$ cat src/extended_memory_op_cfg.svh
// Register map, field positions and reset values of the extended op executor
`ifndef EXTENDED_MEMORY_OP_CFG_SVH
`define EXTENDED_MEMORY_OP_CFG_SVH

// Register byte offsets
`define OFS_CMD 8'h00
`define OFS_ACC 8'h04
`define OFS_FLAGS 8'h08
`define OFS_MADDR 8'h0c
`define OFS_MDATA 8'h10
`define OFS_STAT 8'h14

// Command word fields
`define CMD_OP_LSB 0
`define CMD_OP_MSB 4
`define CMD_BIT_LSB 8
`define CMD_BIT_MSB 10
`define CMD_ADDR_LSB 16

// Flag register bit positions
`define FLG_C 0
`define FLG_AC 1
`define FLG_Z 2
`define FLG_OV 3
`define FLG_SC 4
`define FLG_CZ 5

// Status register bit positions
`define STAT_BUSY 0
`define STAT_SKIP 1

// Reset values
`define ACC_RST 8'h00
`define FLAGS_RST 6'h00
`define MADDR_RST 16'h0000

`endif

$ cat src/extended_memory_op_pkg.sv
// Types shared by the extended op executor
package extended_memory_op_pkg;

  typedef enum logic [4:0] {
    long_move                 = 5'h00,
    long_or_to_acc            = 5'h01,
    long_or_to_mem            = 5'h02,
    rotate_left_mem           = 5'h03,
    rotate_left_to_acc        = 5'h04,
    rotate_left_carry_mem     = 5'h05,
    rotate_left_carry_to_acc  = 5'h06,
    rotate_right_mem          = 5'h07,
    rotate_right_to_acc       = 5'h08,
    rotate_right_carry_mem    = 5'h09,
    rotate_right_carry_to_acc = 5'h0a,
    subtract_borrow_to_acc    = 5'h0b,
    subtract_borrow_to_mem    = 5'h0c,
    decrement_skip_zero       = 5'h0d,
    decrement_skip_zero_acc   = 5'h0e,
    set_all_bits              = 5'h0f,
    set_one_bit               = 5'h10,
    increment_skip_zero       = 5'h11,
    increment_skip_zero_acc   = 5'h12,
    skip_if_bit_nonzero       = 5'h13,
    skip_if_nonzero           = 5'h14,
    subtract_to_acc           = 5'h15,
    subtract_to_mem           = 5'h16,
    nibble_exchange           = 5'h17
  } op_t;

  typedef enum logic [1:0] {
    st_idle  = 2'b00,
    st_exec  = 2'b01,
    st_fetch = 2'b10,
    st_dummy = 2'b11
  } state_t;

endpackage : extended_memory_op_pkg

$ cat src/extended_memory_op_executor.sv
// Extended data memory operation executor with APB register access
// Notes on behaviour
// - Operand address is a full flat address, no bank selection.
// - Move copies accumulator into memory, flags untouched.
// - OR of accumulator and memory to accumulator or memory; only Z.
// - Rotate left moves bit 7 into bit 0, no flags.
// - Rotate left through carry: old carry to bit 0, bit 7 to carry.
// - Rotate right moves bit 0 into bit 7, no flags.
// - Rotate right through carry: old carry to bit 7, bit 0 to carry.
// - Accumulator forms of rotates leave memory unchanged.
// - Subtract with borrow: acc minus mem minus not carry, six flags.
// - Subtract carry is 0 when negative, 1 when zero or positive.
// - Plain subtract: acc minus mem, same six flags.
// - Decrement memory, write back, skip when zero, no flags.
// - Accumulator skip forms write only accumulator, skip on it zero.
// - Increment memory, write back, skip when it wraps to zero.
// - Every conditional skip op lasts three cycles.
// - Byte set loads all ones, no flags.
// - Bit set forces only the chosen bit to one, no flags.
// - Bit test skips when chosen bit is one, no flags.
// - Byte test writes value back, skips when nonzero, no flags.
// - Nibble swap exchanges the halves in place, no flags.
//
// Implementation choices: the register offsets and the APB interface to the registers.
`timescale 1ns/1ps
`include "extended_memory_op_cfg.svh"

module extended_memory_op_executor #(
  parameter int ADDR_W = 8
) (
  // Clock and reset
  input wire logic pclk,
  input wire logic presetn,
  // APB slave
  input wire logic psel,
  input wire logic penable,
  input wire logic pwrite,
  input wire logic [7:0] paddr,
  input wire logic [31:0] pwdata,
  input wire logic [3:0] pstrb,
  output logic [31:0] prdata,
  output logic pready,
  output logic pslverr,
  // Execution status
  output logic busy,
  output logic skip
);

  ////////////////////////////////////////////////////////////////////////
  // Declarations

  logic [7:0] mem_r [0:(1<<ADDR_W)-1];
  logic [7:0] acc_r;
  logic [7:0] acc_nxt;
  logic [5:0] flags_r;
  logic [5:0] flags_nxt;
  logic [ADDR_W-1:0] maddr_r;
  logic [ADDR_W-1:0] addr_q;
  logic [2:0] bit_q;
  extended_memory_op_pkg::op_t op_q;
  extended_memory_op_pkg::state_t state_r;
  extended_memory_op_pkg::state_t state_nxt;
  logic [7:0] mem_rd;
  logic mem_we;
  logic [7:0] mem_wd;
  logic is_skip;
  logic skip_hit;
  logic ex;
  logic setup;
  logic access;
  logic sel_err;
  logic [31:0] rd_mux;
  logic cmd_go;
  logic wr_ok;
  logic [11:0] sub_res;
  logic sub_borrow;
  logic [8:0] rot_res;
  logic [7:0] step_res;

  ////////////////////////////////////////////////////////////////////////
  // Functions

  // Returns {ov, sc, ac, c, result}
  function automatic logic [11:0] sub_calc(input logic [7:0] a,
                                           input logic [7:0] m,
                                           input logic b);
    logic [8:0] d;
    logic [4:0] n;
    logic ov;
    d = {1'b0, a} - {1'b0, m} - {8'h00, b};
    n = {1'b0, a[3:0]} - {1'b0, m[3:0]} - {4'h0, b};
    ov = (a[7] ^ m[7]) & (d[7] ^ a[7]);
    sub_calc = {ov, ~(ov ^ d[7]), ~n[4], ~d[8], d[7:0]};
  endfunction : sub_calc

  // Returns {carry out, rotated byte}
  function automatic logic [8:0] rot_calc(input logic [7:0] d,
                                          input logic left,
                                          input logic thru,
                                          input logic cin);
    logic fill;
    if (left) begin
      fill = thru ? cin : d[7];
      rot_calc = {d[7], d[6:0], fill};
    end else begin
      fill = thru ? cin : d[0];
      rot_calc = {d[0], fill, d[7:1]};
    end
  endfunction : rot_calc

  ////////////////////////////////////////////////////////////////////////
  // APB slave

  assign setup = psel & ~penable;
  assign access = psel & penable & pready;
  assign ex = (state_r == extended_memory_op_pkg::st_exec);
  assign wr_ok = access & pwrite & ~pslverr;
  assign cmd_go = wr_ok & (paddr == `OFS_CMD);

  always_comb begin
    rd_mux = 32'h0000_0000;
    sel_err = 1'b0;
    unique case (paddr)
      `OFS_CMD: begin
        rd_mux[`CMD_OP_MSB:`CMD_OP_LSB] = op_q;
        rd_mux[`CMD_BIT_MSB:`CMD_BIT_LSB] = bit_q;
        rd_mux[`CMD_ADDR_LSB +: ADDR_W] = addr_q;
        sel_err = pwrite & (pstrb != 4'hf);
      end
      `OFS_ACC: begin
        rd_mux[7:0] = acc_r;
        sel_err = pwrite & ~pstrb[0];
      end
      `OFS_FLAGS: begin
        rd_mux[5:0] = flags_r;
        sel_err = pwrite & ~pstrb[0];
      end
      `OFS_MADDR: begin
        rd_mux[ADDR_W-1:0] = maddr_r;
        sel_err = pwrite & ~pstrb[0];
      end
      `OFS_MDATA: begin
        rd_mux[7:0] = mem_r[maddr_r];
        sel_err = pwrite & ~pstrb[0];
      end
      `OFS_STAT: begin
        rd_mux[`STAT_BUSY] = busy;
        rd_mux[`STAT_SKIP] = skip;
        sel_err = pwrite;
      end
      default: sel_err = 1'b1;
    endcase
    // Writes while an op runs would race the datapath, so refuse them
    if (pwrite & busy) begin
      sel_err = 1'b1;
    end
  end

  always_ff @(posedge pclk or negedge presetn) begin
    if (!presetn) begin
      pready <= 1'b0;
      pslverr <= 1'b0;
      prdata <= 32'h0000_0000;
    end else begin
      pready <= setup;
      if (setup) begin
        pslverr <= sel_err;
        prdata <= sel_err ? 32'h0000_0000 : rd_mux;
      end else if (access) begin
        pslverr <= 1'b0;
        prdata <= 32'h0000_0000;
      end
    end
  end

  always_ff @(posedge pclk or negedge presetn) begin
    if (!presetn) begin
      maddr_r <= ADDR_W'(`MADDR_RST);
    end else if (wr_ok & (paddr == `OFS_MADDR)) begin
      maddr_r <= pwdata[ADDR_W-1:0];
    end
  end

  always_ff @(posedge pclk or negedge presetn) begin
    if (!presetn) begin
      op_q <= extended_memory_op_pkg::long_move;
      bit_q <= 3'h0;
      addr_q <= '0;
    end else if (cmd_go) begin
      op_q <= extended_memory_op_pkg::op_t'(
        pwdata[`CMD_OP_MSB:`CMD_OP_LSB]);
      bit_q <= pwdata[`CMD_BIT_MSB:`CMD_BIT_LSB];
      addr_q <= pwdata[`CMD_ADDR_LSB +: ADDR_W];
    end
  end

  ////////////////////////////////////////////////////////////////////////
  // Datapath

  assign mem_rd = mem_r[addr_q];
  assign sub_borrow = (op_q == extended_memory_op_pkg::subtract_borrow_to_acc)
    | (op_q == extended_memory_op_pkg::subtract_borrow_to_mem)
    ? ~flags_r[`FLG_C] : 1'b0;
  // borrow is the complement of carry
  assign sub_res = sub_calc(acc_r, mem_rd, sub_borrow);

  always_comb begin
    acc_nxt = acc_r;
    flags_nxt = flags_r;
    mem_we = 1'b0;
    mem_wd = mem_rd;
    is_skip = 1'b0;
    skip_hit = 1'b0;
    rot_res = 9'h000;
    step_res = 8'h00;
    unique case (op_q)
      extended_memory_op_pkg::long_move: begin
        mem_we = 1'b1;
        mem_wd = acc_r;
      end
      extended_memory_op_pkg::long_or_to_acc,
      extended_memory_op_pkg::long_or_to_mem: begin
        step_res = acc_r | mem_rd;
        flags_nxt[`FLG_Z] = (step_res == 8'h00);
        if (op_q == extended_memory_op_pkg::long_or_to_acc) begin
          acc_nxt = step_res;
        end else begin
          mem_we = 1'b1;
          mem_wd = step_res;
        end
      end
      extended_memory_op_pkg::rotate_left_mem,
      extended_memory_op_pkg::rotate_left_to_acc,
      extended_memory_op_pkg::rotate_left_carry_mem,
      extended_memory_op_pkg::rotate_left_carry_to_acc,
      extended_memory_op_pkg::rotate_right_mem,
      extended_memory_op_pkg::rotate_right_to_acc,
      extended_memory_op_pkg::rotate_right_carry_mem,
      extended_memory_op_pkg::rotate_right_carry_to_acc: begin
        rot_res = rot_calc(mem_rd,
          op_q <= extended_memory_op_pkg::rotate_left_carry_to_acc,
          (op_q == extended_memory_op_pkg::rotate_left_carry_mem) |
          (op_q == extended_memory_op_pkg::rotate_left_carry_to_acc) |
          (op_q == extended_memory_op_pkg::rotate_right_carry_mem) |
          (op_q == extended_memory_op_pkg::rotate_right_carry_to_acc),
          flags_r[`FLG_C]);
        if ((op_q == extended_memory_op_pkg::rotate_left_carry_mem) |
            (op_q == extended_memory_op_pkg::rotate_left_carry_to_acc) |
            (op_q == extended_memory_op_pkg::rotate_right_carry_mem) |
            (op_q == extended_memory_op_pkg::rotate_right_carry_to_acc))
        begin
          flags_nxt[`FLG_C] = rot_res[8];
        end
        if ((op_q == extended_memory_op_pkg::rotate_left_to_acc) |
            (op_q == extended_memory_op_pkg::rotate_left_carry_to_acc) |
            (op_q == extended_memory_op_pkg::rotate_right_to_acc) |
            (op_q == extended_memory_op_pkg::rotate_right_carry_to_acc))
        begin
          acc_nxt = rot_res[7:0];
        end else begin
          mem_we = 1'b1;
          mem_wd = rot_res[7:0];
        end
      end
      extended_memory_op_pkg::subtract_borrow_to_acc,
      extended_memory_op_pkg::subtract_borrow_to_mem,
      extended_memory_op_pkg::subtract_to_acc,
      extended_memory_op_pkg::subtract_to_mem: begin
        flags_nxt[`FLG_OV] = sub_res[11];
        flags_nxt[`FLG_SC] = sub_res[10];
        flags_nxt[`FLG_AC] = sub_res[9];
        flags_nxt[`FLG_C] = sub_res[8];
        flags_nxt[`FLG_Z] = (sub_res[7:0] == 8'h00);
        // Borrow form chains zero across bytes only when the old carry is 0
        flags_nxt[`FLG_CZ] = (sub_res[7:0] == 8'h00) &
          (sub_borrow | ~flags_r[`FLG_C] ? flags_r[`FLG_CZ] : 1'b1);
        if ((op_q == extended_memory_op_pkg::subtract_to_acc) |
            (op_q == extended_memory_op_pkg::subtract_borrow_to_acc))
        begin
          acc_nxt = sub_res[7:0];
        end else begin
          mem_we = 1'b1;
          mem_wd = sub_res[7:0];
        end
        if ((op_q == extended_memory_op_pkg::subtract_to_acc) |
            (op_q == extended_memory_op_pkg::subtract_to_mem)) begin
          flags_nxt[`FLG_CZ] = (sub_res[7:0] == 8'h00);
        end
      end
      extended_memory_op_pkg::decrement_skip_zero,
      extended_memory_op_pkg::decrement_skip_zero_acc,
      extended_memory_op_pkg::increment_skip_zero,
      extended_memory_op_pkg::increment_skip_zero_acc: begin
        is_skip = 1'b1;
        if ((op_q == extended_memory_op_pkg::decrement_skip_zero) |
            (op_q == extended_memory_op_pkg::decrement_skip_zero_acc))
        begin
          step_res = mem_rd - 8'h01;
        end else begin
          step_res = mem_rd + 8'h01;
        end
        skip_hit = (step_res == 8'h00);
        if ((op_q == extended_memory_op_pkg::decrement_skip_zero_acc) |
            (op_q == extended_memory_op_pkg::increment_skip_zero_acc))
        begin
          acc_nxt = step_res;
        end else begin
          mem_we = 1'b1;
          mem_wd = step_res;
        end
      end
      extended_memory_op_pkg::set_all_bits: begin
        mem_we = 1'b1;
        mem_wd = 8'hff;
      end
      extended_memory_op_pkg::set_one_bit: begin
        mem_we = 1'b1;
        mem_wd = mem_rd | (8'h01 << bit_q);
      end
      extended_memory_op_pkg::skip_if_bit_nonzero: begin
        is_skip = 1'b1;
        skip_hit = mem_rd[bit_q];
      end
      extended_memory_op_pkg::skip_if_nonzero: begin
        is_skip = 1'b1;
        mem_we = 1'b1;
        skip_hit = (mem_rd != 8'h00);
      end
      extended_memory_op_pkg::nibble_exchange: begin
        mem_we = 1'b1;
        mem_wd = {mem_rd[3:0], mem_rd[7:4]};
      end
      // Unused opcodes run as a one-cycle no-op
      default: ;
    endcase
  end

  // Data memory has no reset; software loads it before use
  always_ff @(posedge pclk) begin
    if (ex & mem_we) begin
      mem_r[addr_q] <= mem_wd;
    end else if (wr_ok & (paddr == `OFS_MDATA)) begin
      mem_r[maddr_r] <= pwdata[7:0];
    end
  end

  always_ff @(posedge pclk or negedge presetn) begin
    if (!presetn) begin
      acc_r <= `ACC_RST;
    end else if (ex) begin
      acc_r <= acc_nxt;
    end else if (wr_ok & (paddr == `OFS_ACC)) begin
      acc_r <= pwdata[7:0];
    end
  end

  always_ff @(posedge pclk or negedge presetn) begin
    if (!presetn) begin
      flags_r <= `FLAGS_RST;
    end else if (ex) begin
      flags_r <= flags_nxt;
    end else if (wr_ok & (paddr == `OFS_FLAGS)) begin
      flags_r <= pwdata[5:0];
    end
  end

  ////////////////////////////////////////////////////////////////////////
  // Sequencing

  // skip ops take exec, fetch and dummy cycles
  always_comb begin
    state_nxt = state_r;
    unique case (state_r)
      extended_memory_op_pkg::st_idle:
        if (cmd_go) state_nxt = extended_memory_op_pkg::st_exec;
      extended_memory_op_pkg::st_exec:
        state_nxt = is_skip ? extended_memory_op_pkg::st_fetch
                            : extended_memory_op_pkg::st_idle;
      extended_memory_op_pkg::st_fetch:
        state_nxt = extended_memory_op_pkg::st_dummy;
      extended_memory_op_pkg::st_dummy:
        state_nxt = extended_memory_op_pkg::st_idle;
    endcase
  end

  always_ff @(posedge pclk or negedge presetn) begin
    if (!presetn) begin
      state_r <= extended_memory_op_pkg::st_idle;
      busy <= 1'b0;
      skip <= 1'b0;
    end else begin
      state_r <= state_nxt;
      busy <= (state_nxt != extended_memory_op_pkg::st_idle);
      if (cmd_go) begin
        skip <= 1'b0;
      end else if (ex) begin
        skip <= is_skip & skip_hit;
      end
    end
  end
endmodule : extended_memory_op_executor

$ cat config.mk
export PLATFORM = sky130hd
export DESIGN_NAME = extended_memory_op_executor
export DESIGN_NICKNAME = d
export VERILOG_FILES = /design/src/extended_memory_op_pkg.sv /design/src/extended_memory_op_executor.sv
export VERILOG_INCLUDE_DIRS = /design/src /design/src/src
export SDC_FILE = /design/constraint.sdc
export NUM_CORES = 2
export LEC_CHECK = 0
export BUFFER_PORTS_ARGS = -buffer_cell sky130_fd_sc_hd__buf_2
export CAP_MARGIN = 20
export CORE_ASPECT_RATIO = 1.25
export CORE_MARGIN = 5
export CORE_UTILIZATION = 45
export DETAILED_ROUTE_END_ITERATION = 16
export PLACE_DENSITY = 0.61
export RECOVER_POWER = 50
export SLEW_MARGIN = 10
export SYNTH_ARGS = -nofsm -noshare
export SYNTH_HDL_FRONTEND = slang
export SYNTH_SLANG_ARGS = --single-unit
export TNS_END_PERCENT = 5
$ cat constraint.sdc
create_clock -name pclk -period 24.1 [get_ports pclk]
set_clock_uncertainty 0.1 [all_clocks]
set_input_delay 3.615 -clock pclk [delete_from_list [all_inputs] [get_ports pclk]]
set_output_delay 3.615 -clock pclk [all_outputs]
set_load 0.02 [all_outputs]
==> parameters.txt <==
Parameter                              Value

Run status
  Status ... complete, but fails checks
  Failing checks ... capacitance limit, slew limit

Synth
  Most common cell in the netlist ... sky130_fd_sc_hd__edfxtp_1
  Mean area per synthesized cell ... 18.89 um^2
  Total standard cell area after synthesis ... 102,500 um^2
  Synth area leader ... sky130_fd_sc_hd__edfxtp_1
  Compound-Gate Fraction of Synth Area ... 4.266%
  Most common library cells after synthesis ... 2,048 x sky130_fd_sc_hd__edfxtp_1, 919 x sky130_fd_sc_hd__mux4_2, 347 x sky130_fd_sc_hd__nor2_1
  Warnings, synthesis ... 0
  Area share of xor/xnor cells in the synthesized design ... 0.1537%
  Top cells by area in the synthesized netlist ... sky130_fd_sc_hd__edfxtp_1 60%, sky130_fd_sc_hd__mux4_2 20%, sky130_fd_sc_hd__mux4_1 3.9%
  Combinational family with the most area after synthesis ... multiplexers
  Async set-or-reset flop fraction in the synthesized netlist ... 2.984%
  Synthesized flop and latch total ... 2,111
  Fraction of post-synthesis cell area in the top cell type by area ... 59.98%
  Sequential fraction of the synthesis area ... 61.51%
  Number of flops mapped to enable cells by yosys ... 2,048
  Dominant synthesized flop cell ... sky130_fd_sc_hd__edfxtp_1
  Simple-Gate Fraction of Synth Area ... 3.400%
  Number of library cell types mapped by synthesis ... 100
  Mux share of post-synthesis cell area ... 27.36%
  Post-Synth Adder-Cell Area ... 0.3880%
  Number of instances in the synthesized netlist ... 5,428

CTS
  Hold Buf Count CTS ... 0
  Number of buffers inserted to repair setup after CTS ... 0
  Clock latency at the later pin of the worst-skew pair ... 0.90 ns
  Clock tree from TritonCTS ... built
  CTS sink cnt ... 2,111
  Root Driver ... sky130_fd_sc_hd__clkbuf_16
  Maximum level of the CTS H-tree ... 4
  Clock slew at reported path FFs ... 0.06 ns
  Total CTS buffers ... 208
  Number of gates resized after cts ... 0
  Clock tree buffer depth ... 4

Pwr
  Fraction of power spent switching nets ... 20.03%
  Sequential group share of total power ... 54.8%
  Internal portion of total power ... 5810 uW
  Clock group share of total power ... 44.4%
  Switching component of the power ... 1455 uW
  IR drop worst, VDD ... 53.48 uV
  Leakage ... 0.03200 uW
  Cell area power density ... 64.83 nW/um^2
  Overall power ... 7266 uW
  Fraction of power consumed by combinational cells ... 0.8%

Worst setup path
  Reg-to-reg setup timing slack ... 10.45 ns
  Maximum fanout along the worst path ... 97
  Reg2reg start ... addr_q[0]
  Type of origin of the critical path ... flop
  Worst EP arrival ... 14.05 ns
  Required time at the worst-slack endpoint ... 24.50 ns
  Max stage delay on crit path ... 2.30 ns
  Worst reg2reg path endpoint ... mem_r[80][2]
  Logic depth of the worst register-to-register path ... 27
  Count of buffering cells on the critical path with inverters included ... 8
  Critical Path Sink Type ... flop
  Top cell family by delay on the critical path ... buffers and inverters
  Kind of critical path ... reg2reg
  Worst-path cell with the longest stage delay ... sky130_fd_sc_hd__clkbuf_1
  Crit path top cell by count ... sky130_fd_sc_hd__buf_4

Timing
  Setup violators final ... 0
  Final Cycle Share ... 56.66%
  Tightest slew margin relative to the limit ... -172.4%
  Count of pins over their slew limit ... 381
  Final count of hold timing violations ... 0
  Aggregate negative setup slack ... 0 ns
  Maximum achievable frequency ... 73.24 MHz
  Worst-Margin Slew ... 4.085 ns
  Shortest period the worst path allows ... 13.65 ns
  Setup repair after global routing missed its margin ... no

Placed design
  Post-DP HPWL ... 224,900 um
  PortBufs ... 58
  GPL Wtd Cong ... 0.9256
  Placed cell areas ... 105,700 um^2

Global routing
  Number of global-route vias before repair ... 59,062
  Maximum number of pins on one net before global-route repair ... 128
  GR Overflow Total ... 0
  GRT Overall Usage ... 28.48%
  Wire length of the first global-routing pass ... 474,200 um
  Antenna violations before repair ... 23

Layout
  Final-layout fill cell count ... 18,582
  Fraction of final layout cells sized beyond drive strength 1 ... 27.08%
  Fin nets ... 5,558
  Final instance area ... 112,100 um^2
  Area growth, synth to finish ... 9.294%

Drt
  Number of DRC violations after detailed-routing iteration 0 ... 7,772
  Detailed-route wire length ... 344,200 um
  DRC viols ... 0
  Post-DR vias/cell ... 6.995
  Highest metal used ... met5
  Metal-1 WL ... 121,700 um
  WL met2 ... 161,500 um
  DRT Pass-1 Iters ... 6
  Routed via count ... 60,315
  Met3 wire length ... 36,500 um
  Detailed-route wire length per cell ... 39.92 um
  Antenna violation net count after detailed routing ... 0

Floorplan
  Die boundary height ... 543.7 um
  Number of top-level design ports ... 85
  Die width ... 437.0 um
  Number of placement rows ... 196
  Die footprint ... 237,600 um^2
  Core Region ... 227,600 um^2
  Initial cell density of the core ... 45.06%

Flow run
  Maximum capacitance violations ... 21

Hold path
  Class of the worst hold path ... reg2reg
  Worst Min Path Start ... state_r[0]
  Worst hold path stage count ... 1
  Worst-case hold path end point ... state_r[0]
[kinds of logic after synthesis]
kind of cell,Yosys count
xor gates and xnor gates,18
muxes,1379
adders and majority gates,30
and+or+nand+nor,776
other,1
DFF,2111
buffers and inverters,485
AOI/OAI and AO/OA,628
[sequential cells by signal, indices dropped and copies added (netlist names)]
register  cells
busy          1
addr_q        8
pslverr       1
maddr_r       8
skip          1
flags_r       6
state_r       2
pready        1
acc_r         8
op_q          5
bit_q         3
mem_r      2048
prdata       19
[cells in the final DEF, fill, tap and decap left out, drive strengths merged, types with 16 or more instances in the layout]
cell / Yosys / routed
edfxtp: 2048 / 2048
mux4: 1086 / 1086
nor2: 348 / 348
clkbuf: 248 / 334
mux2i: 249 / 249
nand2: 200 / 200
buf: 195 / 187
a22oi: 140 / 140
a21oi: 115 / 115
o21ai: 90 / 90
clkinv: 1 / 88
dfrtp: 63 / 63
nand3: 61 / 61
inv: 41 / 46
a22o: 45 / 45
mux2: 44 / 44
a221oi: 32 / 32
o22ai: 29 / 29
ha: 27 / 27
a211oi: 24 / 24
nor3: 23 / 23
nand2b: 23 / 23
nor2b: 23 / 23
a31oi: 22 / 22
o211ai: 20 / 20
bufinv: 0 / 20
o31ai: 16 / 16
and2: 16 / 16
[power by group through the flow]
stage | registers [uW] | clock network (uW) | logic [uW]
floorplan | 4060 | 0 | 30.5
global placement | 4060 | 0 | 54.4
detailed placement | 4060 | 0 | 55.6
CTS | 3980 | 3250 | 55.7
global route | 3980 | 3400 | 59.3
finish | 3980 | 3230 | 56.3
[per-stage QoR]
stage          cells  worst slack, ns  util [%]  hold WS, ns
6_report        8623            10.45     49.24       0.3877
5_1_grt         8610            9.909     49.23       0.4165
4_1_cts         8599            12.50     49.32       0.3877
3_5_place_dp    8230            12.60     46.45       0.3715
3_3_place_gp    8223            12.78     46.42       0.3627
2_1_floorplan   5440            6.530         -       0.3386
[worst register-to-register path, delay by kind of cell (launching register included)]
family,cells,cell delay [ns]
and+or+nand+nor,7,1.43
DFF,1,0.91
xor gates and xnor gates,1,0.51
buffers and inverters,8,6.64
adders and majority gates,3,1.20
muxes,1,0.42
AOI/OAI and AO/OA,7,1.94
[how the worst max path moves through the flow]
stage / slack [ns] / start / cells after the start / to
floorplan: 6.53 / addr_q[0] / 25 / mem_r[0][6]
global placement: 12.78 / addr_q[0] / 27 / mem_r[81][2]
global route: 9.91 / addr_q[0] / 27 / mem_r[88][2]
detailed placement: 12.60 / addr_q[0] / 27 / mem_r[80][2]
finish: 10.45 / addr_q[0] / 27 / mem_r[80][2]
CTS: 12.50 / addr_q[0] / 27 / mem_r[68][2]
[cell type report]
class                      instances  area [um^2]  area share (%)
sequential                      2111        63110           56.31
multi-input combinational       2844        36710           32.76
clock buffer                     249         5453           4.865
tap                             2970         3716           3.316
timing repair buffer             272         1797           1.603
clock inverter                   120         1087          0.9702
inverter                          42        160.2          0.1429
antenna                           15        37.54         0.03349
[metal layers]
layer | vias up | track usage, %
li1 | 23352 | -
met1 | 32058 | 36.67
met2 | 4005 | 44.94
met3 | 888 | 6.349
met4 | 12 | 16.44
met5 | - | 0
No activity file was read; power rests on OpenSTA's default activity.
